## src/clock_distribution_pkg.sv

```systemverilog
// constants, register map and channel carrier for the clock distribution block
// ====================================================================
package clock_distribution_pkg;

  // ====================================================================
  // sizes
  localparam int NUM_CHANNELS = 14;
  localparam int CH_STRIDE = 3;
  localparam int MASK_LOW_BITS = 8;
  localparam int MASK_HIGH_BITS = NUM_CHANNELS - MASK_LOW_BITS;

  // ====================================================================
  // register offsets
  localparam logic [15:0] CH_BASE_ADDR = 16'h0300;
  localparam logic [15:0] SYNC_CTRL_ADDR = 16'h032a;
  localparam logic [15:0] IGNORE_LOW_ADDR = 16'h032b;
  localparam logic [15:0] IGNORE_HIGH_ADDR = 16'h032c;
  localparam logic [15:0] SREQ_CTRL_ADDR = 16'h0402;
  localparam logic [15:0] SREF_MODE_ADDR = 16'h0403;
  localparam logic [15:0] PD_LOW_ADDR = 16'h0501;
  localparam logic [15:0] PD_HIGH_ADDR = 16'h0502;
  localparam logic [15:0] REG_PD_LOW_ADDR = 16'h0503;
  localparam logic [15:0] REG_PD_HIGH_ADDR = 16'h0504;
  localparam logic [15:0] STATUS_ADDR = 16'h0505;

  // byte positions within one channel's group
  localparam logic [1:0] CH_DIV_BYTE = 2'h0;
  localparam logic [1:0] CH_DELAY_BYTE = 2'h1;
  localparam logic [1:0] CH_FINE_BYTE = 2'h2;

  // ====================================================================
  // field positions
  localparam int SYNC_BIT = 0;
  localparam int RETIME_SEL_BIT = 4;
  localparam int SW_REQ_BIT = 0;
  localparam int MODE_LSB = 6;
  localparam int COARSE_LSB = 0;
  localparam int SRC_LSB = 6;
  localparam int FINE_CODE_LSB = 0;
  localparam int FINE_EN_BIT = 4;
  localparam int BYPASS_BIT = 5;
  localparam int STAT_AUTOSYNC_BIT = 0;
  localparam int STAT_LOCK_BIT = 1;

  // ====================================================================
  // encodings
  localparam logic [1:0] SRC_CLEANUP = 2'h0;
  localparam logic [1:0] SRC_HF = 2'h1;
  localparam logic [1:0] SREF_DIRECT = 2'h0;
  localparam logic [1:0] SREF_RETIMED = 2'h1;

  // ====================================================================
  // reset values
  localparam logic [7:0] BYTE_RESET = 8'h00;
  localparam logic [NUM_CHANNELS-1:0] MASK_RESET = 14'h0000;
  localparam logic [5:0] DELAY_RESET = 6'h00;

  // per-channel settings as software wrote them
  typedef struct packed {
    logic [7:0] divMinusOne;
    logic [1:0] source;
    logic [5:0] coarse;
    logic bypass;
    logic fineEnable;
    logic [3:0] fineCode;
  } channel_cfg_t;

  localparam channel_cfg_t CFG_RESET = '0;

endpackage

```

## src/clock_distribution_sysref_sync.sv

```systemverilog
// fourteen-channel divider, delay, sync and SYSREF routing logic
`timescale 1ns/1ps
module clock_distribution_sysref_sync
  import clock_distribution_pkg::*;
(
  input wire logic clk,
  input wire logic reset_n,
  input wire logic [15:0] regAddr,
  input wire logic [7:0] regWrData,
  input wire logic regWrEn,
  input wire logic regRdEn,
  output logic [7:0] regRdData,
  input wire logic referenceCleanupLoop,
  input wire logic highFrequencyLoop,
  input wire logic highFrequencyLoopLocked,
  input wire logic oscillatorClockInput,
  input wire logic externalSysrefInput,
  input wire logic sysrefRequestPin,
  output logic [NUM_CHANNELS-1:0] channelOut,
  output logic [NUM_CHANNELS-1:0] fineDelayEnable,
  output logic [NUM_CHANNELS-1:0][3:0] fineDelayCode,
  output logic [NUM_CHANNELS-1:0] channelPowerdown,
  output logic [NUM_CHANNELS-1:0] regulatorPowerdown
);

  // ====================================================================
  // helpers
  function automatic logic risingEdge(input logic prev, input logic cur);
    return cur & ~prev;
  endfunction

  function automatic logic fallingEdge(input logic prev, input logic cur);
    return prev & ~cur;
  endfunction

  // address of one byte inside a channel's group
  function automatic logic [15:0] chanAddr(input int ch, input logic [1:0] sel);
    return CH_BASE_ADDR + 16'(ch * CH_STRIDE) + {14'h0000, sel};
  endfunction

  // ====================================================================
  // pin synchronisers; stage one feeds stage two only
  localparam int NUM_PINS = 6;
  logic [NUM_PINS-1:0] pinMeta_q;
  logic [NUM_PINS-1:0] pinSync_q;
  logic [NUM_PINS-1:0] pinPrev_q;
  logic [NUM_PINS-1:0] pinRaw;

  assign pinRaw = {sysrefRequestPin, externalSysrefInput, oscillatorClockInput,
                   highFrequencyLoopLocked, highFrequencyLoop, referenceCleanupLoop};

  always_ff @(posedge clk or negedge reset_n) begin
    if (!reset_n) begin
      pinMeta_q <= '0;
      pinSync_q <= '0;
      pinPrev_q <= '0;
    end else begin
      pinMeta_q <= pinRaw;
      pinSync_q <= pinMeta_q;
      pinPrev_q <= pinSync_q;
    end
  end

  logic cleanLevel;
  logic hfLevel;
  logic hfLocked;
  logic oscLevel;
  logic extSysref;
  logic reqPin;
  logic cleanTick;
  logic hfTick;
  logic oscRise;
  logic hfRise;
  logic lockRise;

  assign cleanLevel = pinSync_q[0];
  assign hfLevel = pinSync_q[1];
  assign hfLocked = pinSync_q[2];
  assign oscLevel = pinSync_q[3];
  assign extSysref = pinSync_q[4];
  assign reqPin = pinSync_q[5];
  // both edges give half-period ticks, the unit of divider and coarse delay
  assign cleanTick = cleanLevel ^ pinPrev_q[0];
  assign hfTick = hfLevel ^ pinPrev_q[1];
  assign hfRise = risingEdge(pinPrev_q[1], hfLevel);
  assign lockRise = risingEdge(pinPrev_q[2], hfLocked);
  assign oscRise = risingEdge(pinPrev_q[3], oscLevel);

  // ====================================================================
  // register file
  channel_cfg_t cfg_q [NUM_CHANNELS];
  logic [7:0] syncCtrl_q;
  logic [NUM_CHANNELS-1:0] ignoreMask_q;
  logic [7:0] sreqCtrl_q;
  logic [7:0] srefMode_q;
  logic [NUM_CHANNELS-1:0] powerdown_q;
  logic [NUM_CHANNELS-1:0] regPowerdown_q;

  always_ff @(posedge clk or negedge reset_n) begin
    if (!reset_n) begin
      for (int i = 0; i < NUM_CHANNELS; i++) begin
        cfg_q[i] <= CFG_RESET;
      end
    end else if (regWrEn) begin
      for (int i = 0; i < NUM_CHANNELS; i++) begin
        if (regAddr == chanAddr(i, CH_DIV_BYTE)) begin
          cfg_q[i].divMinusOne <= regWrData;
        end
        if (regAddr == chanAddr(i, CH_DELAY_BYTE)) begin
          cfg_q[i].coarse <= regWrData[COARSE_LSB +: 6];
          cfg_q[i].source <= regWrData[SRC_LSB +: 2];
        end
        if (regAddr == chanAddr(i, CH_FINE_BYTE)) begin
          cfg_q[i].fineCode <= regWrData[FINE_CODE_LSB +: 4];
          cfg_q[i].fineEnable <= regWrData[FINE_EN_BIT];
          cfg_q[i].bypass <= regWrData[BYPASS_BIT];
        end
      end
    end
  end

  always_ff @(posedge clk or negedge reset_n) begin
    if (!reset_n) begin
      syncCtrl_q <= BYTE_RESET;
      ignoreMask_q <= MASK_RESET;
      sreqCtrl_q <= BYTE_RESET;
      srefMode_q <= BYTE_RESET;
      powerdown_q <= MASK_RESET;
      regPowerdown_q <= MASK_RESET;
    end else if (regWrEn) begin
      unique case (regAddr)
        SYNC_CTRL_ADDR: syncCtrl_q <= regWrData;
        IGNORE_LOW_ADDR: ignoreMask_q[MASK_LOW_BITS-1:0] <= regWrData;
        IGNORE_HIGH_ADDR: begin
          ignoreMask_q[NUM_CHANNELS-1:MASK_LOW_BITS] <= regWrData[MASK_HIGH_BITS-1:0];
        end
        SREQ_CTRL_ADDR: sreqCtrl_q <= regWrData;
        SREF_MODE_ADDR: srefMode_q <= regWrData;
        PD_LOW_ADDR: powerdown_q[MASK_LOW_BITS-1:0] <= regWrData;
        PD_HIGH_ADDR: begin
          powerdown_q[NUM_CHANNELS-1:MASK_LOW_BITS] <= regWrData[MASK_HIGH_BITS-1:0];
        end
        REG_PD_LOW_ADDR: regPowerdown_q[MASK_LOW_BITS-1:0] <= regWrData;
        REG_PD_HIGH_ADDR: begin
          regPowerdown_q[NUM_CHANNELS-1:MASK_LOW_BITS] <= regWrData[MASK_HIGH_BITS-1:0];
        end
        default: ;
      endcase
    end
  end

  // ====================================================================
  // sync control
  logic syncBitPrev_q;
  logic autoSyncDone_q;
  logic syncBit;
  logic doSync;

  assign syncBit = syncCtrl_q[SYNC_BIT];

  always_ff @(posedge clk or negedge reset_n) begin
    if (!reset_n) begin
      syncBitPrev_q <= 1'b0;
    end else begin
      syncBitPrev_q <= syncBit;
    end
  end

  // only reset clears the done flag, so later relocks never resync
  always_ff @(posedge clk or negedge reset_n) begin
    if (!reset_n) begin
      autoSyncDone_q <= 1'b0;
    end else if (lockRise) begin
      autoSyncDone_q <= 1'b1;
    end
  end

  assign doSync = fallingEdge(syncBitPrev_q, syncBit)
                | (lockRise & ~autoSyncDone_q);

  // ====================================================================
  // SYSREF source selection
  logic [1:0] srefMode;
  logic swRequest;
  logic retimeSel;
  logic retimed_q;
  logic internalRef_q;
  logic sysrefSig;

  assign srefMode = srefMode_q[MODE_LSB +: 2];
  assign swRequest = srefMode_q[SW_REQ_BIT];
  assign retimeSel = sreqCtrl_q[RETIME_SEL_BIT];

  // retime on the oscillator or on the feedback node as selected
  always_ff @(posedge clk or negedge reset_n) begin
    if (!reset_n) begin
      retimed_q <= 1'b0;
    end else if (retimeSel ? hfRise : oscRise) begin
      retimed_q <= extSysref;
    end
  end

  // simple stand-in pattern: square wave on oscillator edges while requested
  always_ff @(posedge clk or negedge reset_n) begin
    if (!reset_n) begin
      internalRef_q <= 1'b0;
    end else if (!srefMode[1] || !(reqPin || swRequest)) begin
      internalRef_q <= 1'b0;
    end else if (oscRise) begin
      internalRef_q <= ~internalRef_q;
    end
  end

  always_comb begin
    if (srefMode[1]) begin
      sysrefSig = internalRef_q;
    end else if (srefMode == SREF_RETIMED) begin
      sysrefSig = retimed_q;
    end else begin
      sysrefSig = extSysref;
    end
  end

  // ====================================================================
  // channels
  logic [NUM_CHANNELS-1:0] divOut_q;
  logic [NUM_CHANNELS-1:0] divPrev_q;
  logic [NUM_CHANNELS-1:0] running_q;
  logic [NUM_CHANNELS-1:0] delaying_q;
  logic [NUM_CHANNELS-1:0] sysrefRetimed_q;
  logic [7:0] halfCnt_q [NUM_CHANNELS];
  logic [7:0] activeDiv_q [NUM_CHANNELS];
  logic [5:0] delayCnt_q [NUM_CHANNELS];

  for (genvar ch = 0; ch < NUM_CHANNELS; ch++) begin : g_channel
    logic isSysref;
    logic divTick;
    logic chanSync;
    logic rawOut;

    assign isSysref = cfg_q[ch].source[1];
    // SYSREF channels clock their divider from the hf loop
    assign divTick = (cfg_q[ch].source == SRC_CLEANUP) ? cleanTick : hfTick;
    assign chanSync = doSync & ~ignoreMask_q[ch] & ~cfg_q[ch].bypass;

    // divider counts half periods: N per level keeps odd ratios at 50%
    always_ff @(posedge clk or negedge reset_n) begin
      if (!reset_n) begin
        activeDiv_q[ch] <= BYTE_RESET;
        halfCnt_q[ch] <= BYTE_RESET;
        delayCnt_q[ch] <= DELAY_RESET;
        divOut_q[ch] <= 1'b0;
        running_q[ch] <= 1'b0;
        delaying_q[ch] <= 1'b0;
      end else if (chanSync) begin
        activeDiv_q[ch] <= cfg_q[ch].divMinusOne;
        delayCnt_q[ch] <= cfg_q[ch].coarse;
        halfCnt_q[ch] <= BYTE_RESET;
        divOut_q[ch] <= 1'b0;
        running_q[ch] <= (cfg_q[ch].coarse == DELAY_RESET);
        delaying_q[ch] <= (cfg_q[ch].coarse != DELAY_RESET);
      end else if (delaying_q[ch]) begin
        if (delayCnt_q[ch] == DELAY_RESET) begin
          delaying_q[ch] <= 1'b0;
          running_q[ch] <= 1'b1;
        end else if (hfTick) begin
          delayCnt_q[ch] <= delayCnt_q[ch] - 6'h01;
        end
      end else if (running_q[ch] && divTick) begin
        if (halfCnt_q[ch] == activeDiv_q[ch]) begin
          halfCnt_q[ch] <= BYTE_RESET;
          divOut_q[ch] <= ~divOut_q[ch];
        end else begin
          halfCnt_q[ch] <= halfCnt_q[ch] + 8'h01;
        end
      end
    end

    always_ff @(posedge clk or negedge reset_n) begin
      if (!reset_n) begin
        divPrev_q[ch] <= 1'b0;
        sysrefRetimed_q[ch] <= 1'b0;
      end else begin
        divPrev_q[ch] <= divOut_q[ch];
        if (risingEdge(divPrev_q[ch], divOut_q[ch])) begin
          sysrefRetimed_q[ch] <= sysrefSig;
        end
      end
    end

    always_comb begin
      if (cfg_q[ch].bypass) begin
        rawOut = isSysref ? sysrefSig : (cfg_q[ch].source == SRC_HF ? hfLevel : cleanLevel);
      end else begin
        rawOut = isSysref ? sysrefRetimed_q[ch] : divOut_q[ch];
      end
    end

    always_ff @(posedge clk or negedge reset_n) begin
      if (!reset_n) begin
        channelOut[ch] <= 1'b0;
      end else if (powerdown_q[ch]) begin
        channelOut[ch] <= channelOut[ch];
      end else if ((syncBit || syncBitPrev_q) && !ignoreMask_q[ch]) begin
        channelOut[ch] <= 1'b0;
      end else begin
        channelOut[ch] <= rawOut;
      end
    end

    // fine delay is analog and follows any source, bypass or not
    always_ff @(posedge clk or negedge reset_n) begin
      if (!reset_n) begin
        fineDelayEnable[ch] <= 1'b0;
        fineDelayCode[ch] <= 4'h0;
      end else begin
        fineDelayEnable[ch] <= cfg_q[ch].fineEnable;
        fineDelayCode[ch] <= cfg_q[ch].fineCode;
      end
    end
  end

  always_ff @(posedge clk or negedge reset_n) begin
    if (!reset_n) begin
      channelPowerdown <= MASK_RESET;
      regulatorPowerdown <= MASK_RESET;
    end else begin
      channelPowerdown <= powerdown_q;
      regulatorPowerdown <= regPowerdown_q;
    end
  end

  // ====================================================================
  // readback
  logic [7:0] rdMux;

  always_comb begin
    rdMux = BYTE_RESET;
    for (int i = 0; i < NUM_CHANNELS; i++) begin
      if (regAddr == chanAddr(i, CH_DIV_BYTE)) begin
        rdMux = cfg_q[i].divMinusOne;
      end
      if (regAddr == chanAddr(i, CH_DELAY_BYTE)) begin
        rdMux = {cfg_q[i].source, cfg_q[i].coarse};
      end
      if (regAddr == chanAddr(i, CH_FINE_BYTE)) begin
        rdMux = {2'h0, cfg_q[i].bypass, cfg_q[i].fineEnable, cfg_q[i].fineCode};
      end
    end
    unique case (regAddr)
      SYNC_CTRL_ADDR: rdMux = syncCtrl_q;
      IGNORE_LOW_ADDR: rdMux = ignoreMask_q[MASK_LOW_BITS-1:0];
      IGNORE_HIGH_ADDR: rdMux = {2'h0, ignoreMask_q[NUM_CHANNELS-1:MASK_LOW_BITS]};
      SREQ_CTRL_ADDR: rdMux = sreqCtrl_q;
      SREF_MODE_ADDR: rdMux = srefMode_q;
      PD_LOW_ADDR: rdMux = powerdown_q[MASK_LOW_BITS-1:0];
      PD_HIGH_ADDR: rdMux = {2'h0, powerdown_q[NUM_CHANNELS-1:MASK_LOW_BITS]};
      REG_PD_LOW_ADDR: rdMux = regPowerdown_q[MASK_LOW_BITS-1:0];
      REG_PD_HIGH_ADDR: rdMux = {2'h0, regPowerdown_q[NUM_CHANNELS-1:MASK_LOW_BITS]};
      STATUS_ADDR: begin
        rdMux = BYTE_RESET;
        rdMux[STAT_AUTOSYNC_BIT] = autoSyncDone_q;
        rdMux[STAT_LOCK_BIT] = hfLocked;
      end
      default: ;
    endcase
  end

  always_ff @(posedge clk or negedge reset_n) begin
    if (!reset_n) begin
      regRdData <= BYTE_RESET;
    end else if (regRdEn) begin
      regRdData <= rdMux;
    end
  end

endmodule // clock_distribution_sysref_sync

```

## config.mk

```make
export PLATFORM = sky130hd
export DESIGN_NAME = clock_distribution_sysref_sync
export DESIGN_NICKNAME = d
export VERILOG_FILES = /design/src/clock_distribution_pkg.sv /design/src/clock_distribution_sysref_sync.sv
export SDC_FILE = /design/constraint.sdc
export NUM_CORES = 2
export LEC_CHECK = 0
export ABC_AREA = 0
export BUFFER_PORTS_ARGS = -buffer_cell sky130_fd_sc_hd__buf_2
export CORE_MARGIN = 10
export CORE_UTILIZATION = 40
export CTS_BUF_LIST = sky130_fd_sc_hd__clkbuf_8 sky130_fd_sc_hd__clkbuf_16
export DETAILED_ROUTE_END_ITERATION = 10
export GPL_TIMING_DRIVEN = 0
export PLACE_DENSITY = 0.6
export REMOVE_ABC_BUFFERS = 1
export SETUP_SLACK_MARGIN = 0.1
export SYNTH_ARGS = -nofsm -noshare
export SYNTH_HDL_FRONTEND = slang
export SYNTH_SLANG_ARGS = --single-unit
```

## constraint.sdc

```tcl
create_clock -name clk -period 2 [get_ports clk]
set_input_delay 0.4 -clock clk [delete_from_list [all_inputs] [get_ports clk]]
set_output_delay 0.4 -clock clk [all_outputs]
set_load 0.01 [all_outputs]
```

After elaboration in Yosys (flattened, before gate mapping)
Cells that the tools add are included.

cells by class
  mux-type cells = 384
  reduce and logical (&&, ||, !) cells = 281
  add/subtract/negate cells = 28
  bitwise logic cells = 112
  equality and inequality tests = 109

operator list
  kind                  count
  $mux 8                98
  $eq 16x10->1 const B  45
  $mux 6                56
  $mux 1                229
  $logic_not 6->1       28
  $reduce_and 2->1      79
  $reduce_bool 2->1     71
  $add 8x1->8 const B   14
  $eq 16x11->1 const B  7
  $eq 8x8->1            14
  $reduce_and 3->1      28
  $reduce_bool 6->1     14
  $sub 6x1->6 const B   14
  $pmux 8 s10           1
  $not 1->1             62
  $and 1x1->1           47
  $eq 2x1->1 const B    15
  $logic_and 1x1->1     28
  $logic_not 2->1       14
  $ne 2x1->1 const B    14
  $ne 2x2->1 const B    14
  $logic_not 1->1       16
  $logic_or 1x1->1      3
  $xor 1x1->1           2
  $or 1x1->1            1

storage, ports and cells
  bits of input ports = 34
  register bits after elaboration = 892
  word-level logic and storage cells = 1,171
  output and inout port bits = 120

Logic depth before layout (Yosys ltp)
  depth after elaboration = 44
  depth in mapped cells = 12
  mapped depth without buffers = 9

Least setup slack after synthesis
OpenSTA, ideal clock, no wires.

  path type = input -> register
  from = in regAddr[11]
  to = reg cfg_q[256] in the netlist's numbering
  slack = -0.368 ns
  required time = 1.875 ns
  cell stages on the path = 7
  data arrival time = 2.243 ns
  path buffers = 2
  cell sequence = or4_4 buf_6 nor3_4 nand2_1 buf_6 nor2_8 mux2_2

on the way
  longest elaborated chain between the ends = 2

ends and longest elaborated chain
  element                            RTL line                               RTL
  start, declared                    clock_distribution_sysref_sync.sv:8    input wire logic [15:0] regAddr,
  $eq 16x10->1                       clock_distribution_sysref_sync.sv:106  if (regAddr == chanAddr(i, CH_DIV_BYTE)) begin
  $reduce_and 2->1 (no source line)  -
  end, declared                      clock_distribution_sysref_sync.sv:91   channel_cfg_t cfg_q [NUM_CHANNELS];

No other way between the ends.
A chain may end at the register's enable or synchronous reset.

Worst setup path in the final report
  from = reg cfg_q[9] in the netlist's numbering
  to = reg regRdData[3]

on the way
  longest elaborated chain between the ends = 3

ends and longest elaborated chain
  element               RTL line                               RTL
  $mux 8                clock_distribution_sysref_sync.sv:343  if (regAddr == chanAddr(i, CH_DELAY_BYTE)) begin
  $mux 8                clock_distribution_sysref_sync.sv:346  if (regAddr == chanAddr(i, CH_FINE_BYTE)) begin
  $pmux 8 s10           clock_distribution_sysref_sync.sv:350  unique case (regAddr)
  end signal, assigned  clock_distribution_sysref_sync.sv:373  regRdData <= rdMux;
  end, declared         clock_distribution_sysref_sync.sv:12   output logic [7:0] regRdData,

No other way between the ends.

==> run summary <==
Largest area contributor in the synthesized netlist: dfrtp_1. The final reports fail on negative hold slack, negative setup slack. The largest single stage delay on the critical path is 500 ps.

For this run, the post-layout net count is 4411. In the synthesized netlist the dominant register cell turns out to be dfrtp_1. Total instance count after detailed placement: 5225. Dividing the synthesized area by the synthesized cell count gives 11.08 µm². By area the synthesized netlist is led by dfrtp_1, mux2_2, nand2_1, o21ai_0, xnor2_1. The mapped netlist covers 42430 µm². From synthesis to final layout, the design area changed by 31.45%. For the number of failing setup endpoints in the final timing report, the log shows 286.

154 I/O pins were placed. After layout, the minimum clock period comes to 2271 ps. The detail route stage leaves a number of antenna-violating nets equal to 0.

Synthesis instantiated 104 different standard cells from the library. The sum of buffers and inverters on the critical path is 0, and the number of hold-repair buffers added at the cts stage is 9. The cell count after synthesis came out at 3830. The root cell of the clock tree was clkbuf_16. In this run the power density over the cells is 779.7 nW/µm². The critical path in this run is classified as flip-flop to flip-flop. Entering global routing, the biggest net connects 121 pins. The synthesized design contains 0 enable-type register cells. Walking the worst path, the cells encountered are a22o_1, a2111oi_4, nand4_1, a311oi_4, and3b_1. The highest fanout seen on the critical path was 4; the total number of placement rows was 119.

Measured along the x axis, the die boundary spans 345.7 µm. The library cell used most frequently in the layout, excluding fill and tap cells, is dfrtp_1. The worst-case setup margin in the final layout was -271.2 ps.

For this run, the register share of the synthesized area comes to 52.61%. The run gives -212.7 ps as the worst slack on hold paths. Post-detailed-route wirelength per cell: 27.43 µm. The clock tree synthesis step divided the H-tree into 3 levels. For flop-to-flop paths, the worst setup slack is -270 ps. For this run, the detailed router's first-pass iteration total came to 9. The number of pins with negative max-slew slack in the final report came out at 0.

The run gives 119500 µm² as the overall die area. Slowest stage cell on the critical path: a2111oi_4. Warning count from the yosys run: 0. In this run, CTS created clock tree buffers numbering 98.

For the setup clock skew after layout, the log shows 37.19 ps. In the layout the commonest cells are dfrtp_1, nand2_1, mux2_2, buf_4, nor2_1. OpenSTA, run right after detailed placement, puts the worst setup slack at -3166 ps. The run gives 105300 µm² as the area of the core. Counting along the longest clock path gives a buffer depth of 3. Counting flops with an async set or reset pin after synthesis yields a share of 100.0%. TritonCTS built the clock tree. The final period utilization was 113.6%; the total routing resource utilization after global routing was 25.15%. The detailed router placed 35.20k vias in this run.

Among cell families on the critical path, the largest total delay comes from compound AO/OA/AOI/OAI gates. STA puts the critical path data arrival time at 2860 ps. The count of buffers added on input and output ports is 153. STA puts the critical path data required time at 2590 ps. For the number of maximum-capacitance violations, the log shows 0.

The count of final hold-check violations was 315. The clock transition at the register clock pins on the worst setup and hold paths after CTS was 60 ps. The worst setup path is captured at a flip-flop.

The first global-routing pass estimated 230.3 mm of wire. CTS saw 892 sinks. In this run the tightest slew margin relative to its limit is 15.42%. The synthesized design contains 892 register bits. Dividing the detail-routed via count by the number of cells gives 6.047. Measured along the y axis, the die boundary spans 345.7 µm. The critical path startpoint category is a flip-flop. Setup repair after global routing could not meet its margin everywhere. Wires add up to 159.7 mm. Detailed placement ended at an HPWL of 99.96 mm. After the first detailed-routing iteration, the DRC count stood at 3731. The synthesized design devotes to its leading area cell type 52.61% of total area.

The logs give 15 for the number of antenna violations at the first check in global routing and 0.9646 for the routability congestion estimate. The run finished, with violations left. The tightest min-delay check is of the input port to asynchronous set/reset pin type. The post-route netlist has 40.23% of its cells at a drive strength greater than 1. Summed over all cells, the static leakage comes to 26.13 nW. Across the VDD grid, the largest voltage drop is 0.0008108 V. For this run, the number of standard cells in the final layout without fillers is 5822. The via count of the first global-routing pass was 34.58k; the leftover overflow at the end of global routing was 0.

The clock latency of the later-clocked register in the worst-skew pair is 720 ps. Timing would allow up to 440.3 MHz. The transition time at the pin with the least slew margin came out at 1269 ps. The tools report the initial cell density of the core as 40.31%.

In the routed design, unresolved DRC markers number 0.
-- cells in the mapped netlist (all sizes together) (9+ instances only) --
library cell  instances
nand2b               13
nand2               541
nor3b                13
and2                 14
o21bai                9
a22o                 33
buf                  75
or2                  21
a222oi               17
and3                 45
nor4                 23
o31ai                30
a22oi                25
ha                   36
o221ai               10
nor2                218
mux2                437
nand3b               13
a211oi               14
mux4                 18
nand4b               17
o22ai                21
or3b                 36
nor3                 81
a21oi               124
xnor2               144
inv                  41
or4b                 12
clkbuf              108
xor2                 64
nand4                46
o21ai               296
o211ai               17
a31oi                17
nand3                60
a221oi               20
or4                  22
mux2i                14
or3                  35
nor2b                31
dfrtp               892
-- report_power, final --
group / switching, mW / total, mW / internal (mW)
clock network: 8.11 / 19.6 / 11.5
registers: 0.603 / 19.4 / 18.8
logic: 2.65 / 4.49 / 1.84
-- state kept, by name, indices dropped and copies added (netlist names), 56 cells and up --
signal	cells
activeDiv_q	112
fineDelayCode	56
halfCnt_q	112
delayCnt_q	84
cfg_q	308
-- worst register-to-register path: cells and delay by family, from the launching register on --
kind	cells	cell delay [ps]
simple gates	2	530
compound gates	3	1180
flops	1	460
-- path summary, 6_finish.rpt --
kind,startpoint,cells past startpoint,endpoint
setup / recovery,cfg_q[9],5,regRdData[3]
hold / removal,reset_n,2,halfCnt_q[57]
setup reg to reg,cfg_q[9],5,regRdData[3]
hold reg to reg,pinMeta_q[3],0,pinSync_q[3]
max in group asynchronous,reset_n,4,cfg_q[298]
min in group clk,regWrData[1],2,cfg_q[287]
-- layer usage --
metal	part of all wire, %	vias up	track usage (%)	routed length (µm)
li1	-	14890	-	-
met1	40	17850	33.19	63470
met2	44	1899	37.92	70250
met3	10	559	6.148	16470
met4	6.0	4	13.28	9507
met5	0.014	-	0	23
-- layout make-up --
cell class	count	area (µm²)
well taps	1391	1740
diodes	6	15.01
clock buffers	115	2698
fillers	8934	49490
inverters	42	178.9
multi-input cells	2719	22270
flip-flops and latches	892	22340
repair inverters	2	10.01
repair buffers	586	5702
clock inverters	69	815.8
-- repair_timing --
item | 4_1_cts | 5_1_grt
hold endpoints to repair | 52 | 315
setup buffers | 251 | 126
pin swaps | 234 | 219
gates resized for setup | 716 | 301
gates cloned | 20 | 10
endpoints found under the setup margin | 747 | 567
-- logic make-up (layout without fill, tap and decap cells) --
family	after synthesis	after routing	synth area share, %
AO/OA/AOI/OAI	724	724	10.88
XOR/XNOR	208	208	4.293
adder cells (fa/ha/maj)	36	36	1.062
buffers and inverters	225	814	2.495
flip-flops	892	892	52.61
multiplexers	469	469	12.88
other	0	6	0
AND/OR/NAND/NOR	1276	1282	15.78
-- stage by stage --
stage | instance area (µm²) | power, mW | setup TNS [ps] | utilization, %
after floorplan | 41530 | 20.99 | -424640 | -
after global placement | 44040 | 22.79 | - | 41.83
after detailed placement | 44860 | 22.96 | -940350 | 42.62
after CTS | 53450 | 43.30 | -17630 | 50.77
after global routing | 55760 | 44.73 | -36030 | 52.97
final | 55780 | 43.49 | -24320 | 52.99
Power figures use the tool's default switching activity.
